===== config.mk =====
export PLATFORM = sky130hd
export DESIGN_NAME = codec_status_flag_bank
export DESIGN_NICKNAME = d
export VERILOG_FILES = /design/src/hdl/codec_status_flag_bank.v
export VERILOG_INCLUDE_DIRS = /design/src /design/src/hdl
export SDC_FILE = /design/constraint.sdc
export NUM_CORES = 1
export LEC_CHECK = 0
export ABC_CLOCK_PERIOD_IN_PS = 1300
export BUFFER_PORTS_ARGS = -buffer_cell sky130_fd_sc_hd__buf_2
export CORE_UTILIZATION = 40
export CTS_CLUSTER_DIAMETER = 120
export DETAILED_ROUTE_END_ITERATION = 12
export PLACE_DENSITY = 0.79
export SETUP_SLACK_MARGIN = 0.3
export SLEW_MARGIN = 10
export SYNTH_ARGS = -nofsm -noshare
export SYNTH_HDL_FRONTEND = slang
export SYNTH_SLANG_ARGS = --single-unit

===== constraint.sdc =====
create_clock -name clk_i -period 1.3 [get_ports clk_i]
set_input_delay 0.26 -clock clk_i [delete_from_list [all_inputs] [get_ports clk_i]]
set_output_delay 0.26 -clock clk_i [all_outputs]
set_load 0.005 [all_outputs]

===== src/hdl/flag_bank_defs.vh =====
/*
  register offsets, bit positions and reset values of the codec status and
  flag bank. assumes byte-addressed apb with one register per 32-bit word.
*/
`ifndef FLAG_BANK_DEFS_VH
`define FLAG_BANK_DEFS_VH

// ----------------------------------------------------------------------
// register indices (printed offsets) and byte-address split
// ----------------------------------------------------------------------
`define IDX_DAC_POWER_STATUS 8'h25
`define IDX_DAC_GAIN_SETTLED 8'h26
`define IDX_RESERVED_FIRST 8'h27
`define IDX_RESERVED_LAST 8'h29
`define IDX_LATCHED_OVERFLOW 8'h2a
`define IDX_LIVE_OVERFLOW 8'h2b
`define IDX_LATCHED_EVENT 8'h2c
`define ADDR_LSB 2
`define ADDR_W 10

// ----------------------------------------------------------------------
// field positions
// ----------------------------------------------------------------------
`define BIT_PWR_LEFT_DAC 7
`define BIT_PWR_LEFT_LINE 6
`define BIT_PWR_LEFT_HP 5
`define BIT_PWR_RIGHT_DAC 3
`define BIT_PWR_RIGHT_LINE 2
`define BIT_PWR_RIGHT_HP 1
`define BIT_GAIN_LEFT 4
`define BIT_GAIN_RIGHT 0
`define BIT_OVF_LEFT_DAC 7
`define BIT_OVF_RIGHT_DAC 6
`define BIT_OVF_PLAYBACK 5
`define BIT_OVF_LEFT_ADC 3
`define BIT_OVF_RIGHT_ADC 2
`define BIT_OVF_RECORD 1
`define BIT_EVT_OC_LEFT 7
`define BIT_EVT_OC_RIGHT 6
`define BIT_EVT_BUTTON 5
`define BIT_EVT_PLUG 4
`define BIT_EVT_THR_LEFT 3
`define BIT_EVT_THR_RIGHT 2
`define BIT_EVT_INT_STD 1
`define BIT_EVT_INT_AUX 0

// ----------------------------------------------------------------------
// reset values
// ----------------------------------------------------------------------
`define RST_FLAGS 8'h00
`define RST_RDATA 32'h0000_0000
`define ZERO_BYTE 8'h00
`define ZERO_HI 24'h00_0000

`endif


===== src/hdl/codec_status_flag_bank.v =====
/*
  codec_status_flag_bank: read-only apb bank of power, gain-settled,
  latched (clear-on-read) overflow / event flags and live overflow flags.
  assumes status and event inputs are synchronous to clk_i; event inputs
  are levels or pulses, sampled every cycle.

*/
`timescale 1ns/1ps
`include "flag_bank_defs.vh"

module codec_status_flag_bank (
  input wire clk_i,
  input wire rstn_i,
  // apb slave
  input wire psel_i,
  input wire penable_i,
  input wire pwrite_i,
  input wire [`ADDR_W-1:0] paddr_i,
  input wire [31:0] pwdata_i,
  output reg [31:0] prdata_o,
  output reg pready_o,
  output reg pslverr_o,
  // live power state
  input wire left_dac_pwr_i,
  input wire left_line_driver_pwr_i,
  input wire left_headphone_driver_pwr_i,
  input wire right_dac_pwr_i,
  input wire right_line_driver_pwr_i,
  input wire right_headphone_driver_pwr_i,
  // gain settled: applied gain equals programmed gain
  input wire left_dac_gain_settled_i,
  input wire right_dac_gain_settled_i,
  // overflow conditions (live levels)
  input wire left_dac_ovf_i,
  input wire right_dac_ovf_i,
  input wire left_adc_ovf_i,
  input wire right_adc_ovf_i,
  input wire playback_processor_core_ovf_i,
  input wire record_processor_core_ovf_i,
  // events
  input wire left_headphone_driver_oc_i,
  input wire right_headphone_driver_oc_i,
  input wire headset_button_i,
  input wire headset_plug_i,
  input wire left_range_compression_thr_i,
  input wire right_range_compression_thr_i,
  input wire playback_processor_core_int_std_i,
  input wire playback_processor_core_int_aux_i
);

  // --------------------------------------------------------------------
  // bus decode
  // --------------------------------------------------------------------
  wire [7:0] reg_idx;
  wire setup_rd;
  wire access_done;
  reg rd_clr_ovf;
  reg rd_clr_evt;

  assign reg_idx = paddr_i[`ADDR_W-1:`ADDR_LSB];
  // the read is captured in the setup cycle so data is ready with pready
  assign setup_rd = psel_i & ~penable_i & ~pwrite_i;
  assign access_done = psel_i & penable_i & pready_o;

  // --------------------------------------------------------------------
  // live views of the status inputs
  // --------------------------------------------------------------------
  reg [7:0] power_view;
  reg [7:0] gain_view;
  reg [7:0] live_ovf;
  reg [7:0] evt_in;

  always @* begin
    power_view = `ZERO_BYTE;
    power_view[`BIT_PWR_LEFT_DAC] = left_dac_pwr_i;
    power_view[`BIT_PWR_LEFT_LINE] = left_line_driver_pwr_i;
    power_view[`BIT_PWR_LEFT_HP] = left_headphone_driver_pwr_i;
    power_view[`BIT_PWR_RIGHT_DAC] = right_dac_pwr_i;
    power_view[`BIT_PWR_RIGHT_LINE] = right_line_driver_pwr_i;
    power_view[`BIT_PWR_RIGHT_HP] = right_headphone_driver_pwr_i;
    gain_view = `ZERO_BYTE;
    gain_view[`BIT_GAIN_LEFT] = left_dac_gain_settled_i;
    gain_view[`BIT_GAIN_RIGHT] = right_dac_gain_settled_i;
    live_ovf = `ZERO_BYTE;
    live_ovf[`BIT_OVF_LEFT_DAC] = left_dac_ovf_i;
    live_ovf[`BIT_OVF_RIGHT_DAC] = right_dac_ovf_i;
    live_ovf[`BIT_OVF_LEFT_ADC] = left_adc_ovf_i;
    live_ovf[`BIT_OVF_RIGHT_ADC] = right_adc_ovf_i;
    live_ovf[`BIT_OVF_PLAYBACK] = playback_processor_core_ovf_i;
    live_ovf[`BIT_OVF_RECORD] = record_processor_core_ovf_i;
    evt_in = `ZERO_BYTE;
    evt_in[`BIT_EVT_OC_LEFT] = left_headphone_driver_oc_i;
    evt_in[`BIT_EVT_OC_RIGHT] = right_headphone_driver_oc_i;
    evt_in[`BIT_EVT_BUTTON] = headset_button_i;
    evt_in[`BIT_EVT_PLUG] = headset_plug_i;
    evt_in[`BIT_EVT_THR_LEFT] = left_range_compression_thr_i;
    evt_in[`BIT_EVT_THR_RIGHT] = right_range_compression_thr_i;
    evt_in[`BIT_EVT_INT_STD] = playback_processor_core_int_std_i;
    evt_in[`BIT_EVT_INT_AUX] = playback_processor_core_int_aux_i;
  end

  // --------------------------------------------------------------------
  // sticky flags
  // --------------------------------------------------------------------
  reg [7:0] latched_overflow_flags_q;
  reg [7:0] latched_overflow_flags_d;
  reg [7:0] latched_event_flags_q;
  reg [7:0] latched_event_flags_d;

  // set wins over clear so an event in the clearing cycle survives
  function [7:0] sticky_next;
    input [7:0] cur;
    input [7:0] set;
    input clr;
    begin
      sticky_next = (clr ? `ZERO_BYTE : cur) | set;
    end
  endfunction

  always @* begin
    latched_overflow_flags_d = sticky_next(latched_overflow_flags_q, live_ovf,
      rd_clr_ovf);
    latched_event_flags_d = sticky_next(latched_event_flags_q, evt_in,
      rd_clr_evt);
  end

  always @(posedge clk_i or negedge rstn_i) begin
    if (!rstn_i) begin
      latched_overflow_flags_q <= `RST_FLAGS;
      latched_event_flags_q <= `RST_FLAGS;
    end else begin
      latched_overflow_flags_q <= latched_overflow_flags_d;
      latched_event_flags_q <= latched_event_flags_d;
    end
  end

  // --------------------------------------------------------------------
  // read mux
  // --------------------------------------------------------------------
  reg [7:0] rd_byte;
  reg rd_hit;

  always @* begin
    rd_byte = `ZERO_BYTE;
    rd_hit = 1'h1;
    case (reg_idx)
      `IDX_DAC_POWER_STATUS: rd_byte = power_view;
      `IDX_DAC_GAIN_SETTLED: rd_byte = gain_view;
      `IDX_LATCHED_OVERFLOW: rd_byte = latched_overflow_flags_d;
      `IDX_LIVE_OVERFLOW: rd_byte = live_ovf;
      `IDX_LATCHED_EVENT: rd_byte = latched_event_flags_d;
      default: begin
        if (reg_idx >= `IDX_RESERVED_FIRST && reg_idx <= `IDX_RESERVED_LAST) begin
          rd_byte = `ZERO_BYTE;
        end else begin
          rd_hit = 1'h0;
        end
      end
    endcase
  end

  // --------------------------------------------------------------------
  // apb response: one wait-free access phase; writes change nothing
  // --------------------------------------------------------------------
  always @(posedge clk_i or negedge rstn_i) begin
    if (!rstn_i) begin
      prdata_o <= `RST_RDATA;
      pready_o <= 1'h0;
      pslverr_o <= 1'h0;
      rd_clr_ovf <= 1'h0;
      rd_clr_evt <= 1'h0;
    end else begin
      rd_clr_ovf <= 1'h0;
      rd_clr_evt <= 1'h0;
      if (psel_i & ~penable_i) begin
        pready_o <= 1'h1;
        // unmapped addresses answer with an error, writes are ignored
        pslverr_o <= ~rd_hit;
        if (setup_rd) begin
          // reads see the flags including an event of this cycle
          prdata_o <= {`ZERO_HI, rd_byte};
          rd_clr_ovf <= (reg_idx == `IDX_LATCHED_OVERFLOW);
          rd_clr_evt <= (reg_idx == `IDX_LATCHED_EVENT);
        end else begin
          prdata_o <= `RST_RDATA;
        end
      end else if (access_done) begin
        pready_o <= 1'h0;
        pslverr_o <= 1'h0;
      end
    end
  end

endmodule // codec_status_flag_bank


### Yosys cells after proc, flatten, opt, wreduce, memory -nomap -nowiden

Cells that the tools add are included.

* $lt $le $gt $ge: 2
* eq/ne operators: 5
* multiplexer cells: 13
* bitwise logic cells: 9
* reduce and logical (&&, ||, !) cells: 3

Operators with widths (number)
* $eq A8 B6 Y1 const B: 5
* $pmux W8 S5: 1
* $mux W8: 3
* $or A8 B8 Y8: 2
* $mux W1: 9
* $ge A8 B6 Y1 const B: 1
* $le A8 B6 Y1 const B: 1
* $reduce_or A5 Y1: 1
* $and A1 B1 Y1: 4
* $not A1 Y1: 3
* $reduce_bool A2 Y1: 1
* $logic_and A1 B1 Y1: 1

* flip-flop bits (word level): 52
* input port bits: 69
* output and inout bits: 34

### Logic depth before layout (Yosys ltp)

* depth in word-level cells: 6
* gate-level depth with buffers: 6
* gate-level depth less buffers: 4

### Least setup slack after synthesis

No wires, ideal clock.

* kind: in2reg
* start point: input port paddr_i[9]
* end point: register prdata_o[0]
* library setup time: 76 ps
* arrival time: 1471 ps
* required time: 1224 ps
* slack: -247 ps
* stages on the path: 4
* path buffers: 0
* path through: or2_1 > or4_4 > or3_1 > o21ai_1

* cells in the longest elaborated chain, start to end: 3
* elaborated cells between the ends (all ways): 7

RTL lines
* start, declared: line codec_status_flag_bank.v:18 `` input wire [`ADDR_W-1:0] paddr_i, ``
* $eq A8 B6 Y1: line codec_status_flag_bank.v:146 `case (reg_idx)`
* $pmux W8 S5 (*): line codec_status_flag_bank.v:146
* $mux W8 (*): line codec_status_flag_bank.v:179 `if (setup_rd) begin`
* end signal, assigned: line codec_status_flag_bank.v:167 `` prdata_o <= `RST_RDATA; ``
* end signal, assigned: line codec_status_flag_bank.v:181 `` prdata_o <= {`ZERO_HI, rd_byte}; ``
* end signal, assigned: line codec_status_flag_bank.v:185 `` prdata_o <= `RST_RDATA; ``
* end, declared: line codec_status_flag_bank.v:20 `output reg [31:0] prdata_o,`

Mark *: on every way between the ends. The rest lies on a longest branch, timed or not.
A chain may end at the register's enable or synchronous reset.

### Final worst setup path

* start point: input port paddr_i[8]
* end point: register prdata_o[1]

Same word-level chain as after synthesis.

==> metrics.md <==
| Metric | Value |
|---|---|
| Crit path launch type | primary input |
| Max Slew Vio Count | 0 |
| CTS Buf Count | 3 |
| Cell Rows | 21 |
| Clock Tree Root | clkbuf_4 |
| Total grt overflow | 0 |
| Pleak | 0.000903 uW |
| CP max FO | 6 |
| Clk slew on worst S/H paths | 0.15 ns |
| Clk_lat worst skew | ~0.33 ns |
| Violated checks | setup timing |
| Pin count of the biggest net entering global routing | 29 |
| Fmax | 737 MHz |
| Number of flops mapped to enable cells by yosys | 0 |
| Final instance area | roughly 0.0019 mm^2 |
| WL per Instance | about 12 um |
| Starting Density | 42.3% |
| Initial antenna violation count | 0 |
| Fraction of layout cells with a size suffix above 1 | 37.9% |
| Synth Flop Type | dfrtp_1 |
| Complex-gate fraction of the synthesized area | 22.4% |
| Iter 0 DRT Violations | 37 |
| Flop pwr share | 52.6% |
| Routability congestion estimate | 0.840 |
| Nets | between 200 and 300 |
| Comb pwr share | 13.6% |
| Final WS setup | -0.0565 ns |
| Avg Inst Size Synth | roughly 10 um^2 |
| Post-synthesis simple-gate area fraction | between 10% and 20% |
| Area occupied by multi-input gates | approximately 620 um^2 |
| Total number of vias | 1228 |
| Switching power | 380 uW |
| Rel. slew slack | 60.1% |
| Internal power | 1300 uW |
| YS warnings | 0 |
| # DRC | 0 |
| DRT Pass-1 Iters | 4 |
| CTS tree | done |
| Ant. Diodes | 0 |
| Worst VDD drop | a little over 0.5 mV |
| Status | finished, violations left |
| Sequential cell area fraction in the yosys report | 48.9% |
| CTS sink cnt | 28 |
| Area growth from synthesis to final layout | 32.0% |
| Crit path DAT | 1.63 ns |
| Final worst path period share | 104% |
| PwrDens | 887 mW/mm^2 |
| Post-synthesis async set-or-reset flop share | 100% |
| Sequential Area | 701 um^2 |
| Worst slew pin tran | 0.598 ns |
| Die Span Y | 61.9 um |
| Placed inst area | 0.00171 mm^2 |
| Vias in the first global route | 1084 |
| Xor/xnor share of the synthesized area | less than 1% |
| Final hold vios | 0 |
| Total wire length | roughly 3200 um |
| Number of buffers added on ports | between 40 and 50 |
| Yosys cell types | 30 |
| Tot GR Track Use | 17.4% |
| Synthesized flop and latch total | 28 |
| DIE WIDTH | about 62 um |
| Final HPWL DP | 2340 um |
| Post-synth top area share | 48.9% |
| Min Clock Period, post-route | 1.36 ns |
| Post-synthesis adder-cell area fraction | 0% |
| Endpoint class of the critical path | flip-flop |
| Cell taking the most area after synthesis | dfrtp_1 |
| Crit Path Class | primary input to flip-flop |
| Largest family of logic cells by synthesized area | compound AO/OA/AOI/OAI gates |
| Setup TNS Final | -0.323 ns |
| Min-delay worst type | primary input to flip-flop |
| CP required | 1.58 ns |
| Clock share of power | 33.8% |
| Proportion of synthesized area in mux cells | 0.698% |
| Max Clock Skew | 0.00365 ns |
| Total power | 1680 uW |
| Max Cap Viol | 0 |
| Switching share of power | a little under a quarter |
| Ranking of synthesized cells by area | dfrtp_1 (49%), buf_4 (13%), a21oi_1 (5.2%) |
| Top Ports | 103 |
| Post-route ant nets | 0 |
| H-tree levels | 1 |
| Core area | 0.00339 mm^2 |
| DIE AREA | 0.00383 mm^2 |
| Post-synth top cells | dfrtp_1 (28), buf_4 (24), a21oi_1 (15) |
| Reg2Reg Setup Slack | approximately 0.050 ns |
| Mapped Area | 0.00143 mm^2 |
| First-pass GRT wire length | 4790 um |
| Final setup fails | 8 |
| Most frequent cell after synthesis | dfrtp_1 |
| Layout fillers | 325 |
| Mapped Cells | 144 |
| Clock Tree Buf Depth | 2 |
| Vias/cell | 4.78 |
| RSZ-0062 raised after global routing | true |
[registers in the layout (all words and copies together), names as in the netlist]
signal,cells
pslverr_o,1
rd_clr_ovf,1
prdata_o,8
latched_event_flags_q,8
latched_overflow_flags_q,8
rd_clr_evt,1
pready_o,1
[power by group through the flow]
stage	logic [uW]	clock network, uW	registers [uW]
after floorplan	135	0	901
after global placement	201	0	900
after detailed placement	205	0	900
after CTS	221	574	883
after global routing	262	616	885
final	229	567	883
[metrics by stage]
step | instances | utilization (%) | hold WS (ns) | setup slack (ns)
final | 257 | 55.9 | 0.108 | -0.0565
after global routing | 257 | 55.9 | 0.0990 | -0.0700
after CTS | 255 | 54.8 | 0.105 | -0.0310
after detailed placement | 243 | 50.4 | 0.298 | -0.418
after global placement | 243 | 50.4 | 0.296 | -0.366
after floorplan | 167 | - | -0.0356 | -0.246
[final timing paths]
kind | from | to | cells past startpoint
min in group asynchronous | rstn_i | latched_event_flags_q[3] | 2
max reg2reg | rd_clr_evt | prdata_o[1] | 4
max | paddr_i[8] | prdata_o[1] | 6
min | right_adc_ovf_i | latched_overflow_flags_q[2] | 2
max in group asynchronous | rstn_i | latched_overflow_flags_q[0] | 2
min reg2reg | latched_event_flags_q[0] | latched_event_flags_q[0] | 2
[metal layers]
| metal | global-route usage (%) | wire [um] | vias up |
|---|---|---|---|
| met5 | 0 | 0 | - |
| met4 | 4.76 | 26 | 0 |
| li1 | - | - | 590 |
| met2 | 30.7 | 1720 | 34 |
| met3 | 3.52 | 132 | 2 |
| met1 | 21.8 | 1300 | 602 |
[worst max-delay path, cell delays in order]
cell	delay, ns
buf_6	0.09
or2_4	0.24
or4_4	0.49
buf_6	0.14
a31oi_4	0.23
a22o_1	0.18
[logic make-up (layout without fill, tap and decap cells)]
group / after synthesis / in the layout
compound gates: 46 / 46
flops: 28 / 28
other cells: 1 / 24
mux: 1 / 1
buf+inv: 39 / 83
simple gates: 28 / 28
xor+xnor: 1 / 1
[cell usage in the layout, fill, tap and decap left out, types with 2 or more instances in the layout]
cell type / netlist / final
buf_6: 0 / 3
conb_1: 1 / 24
nor2b_1: 4 / 3
dfrtp_1: 28 / 28
a2bb2oi_1: 2 / 2
o221ai_1: 6 / 6
nand3b_1: 2 / 2
a22o_1: 8 / 8
buf_2: 1 / 42
o21ai_2: 0 / 2
buf_4: 24 / 22
a21oi_1: 15 / 15
a21o_1: 6 / 6
nand2b_1: 2 / 2
inv_1: 11 / 11
clkbuf_4: 0 / 3
a22oi_1: 2 / 2
nand2_1: 11 / 11
[cell type report]
| type | instances | share of cell area, % |
|---|---|---|
| Sequential cell | 28 | 37.0 |
| Multi-Input combinational cell | 100 | 32.8 |
| Timing Repair Buffer | 68 | 22.1 |
| Tap cell | 46 | 3.04 |
| Inverter | 11 | 2.18 |
| Clock inverter | 1 | 1.59 |
| Clock buffer | 3 | 1.19 |
[repair_timing]
item	4_1_cts	5_1_grt
pin swaps	6	8
buffers inserted	7	2
endpoints found under the setup margin	20	21
hold buffers	1	0
hold endpoints to repair	28	0
gates resized for setup	6	6
Note: power is estimated with default switching activity, not from simulation.
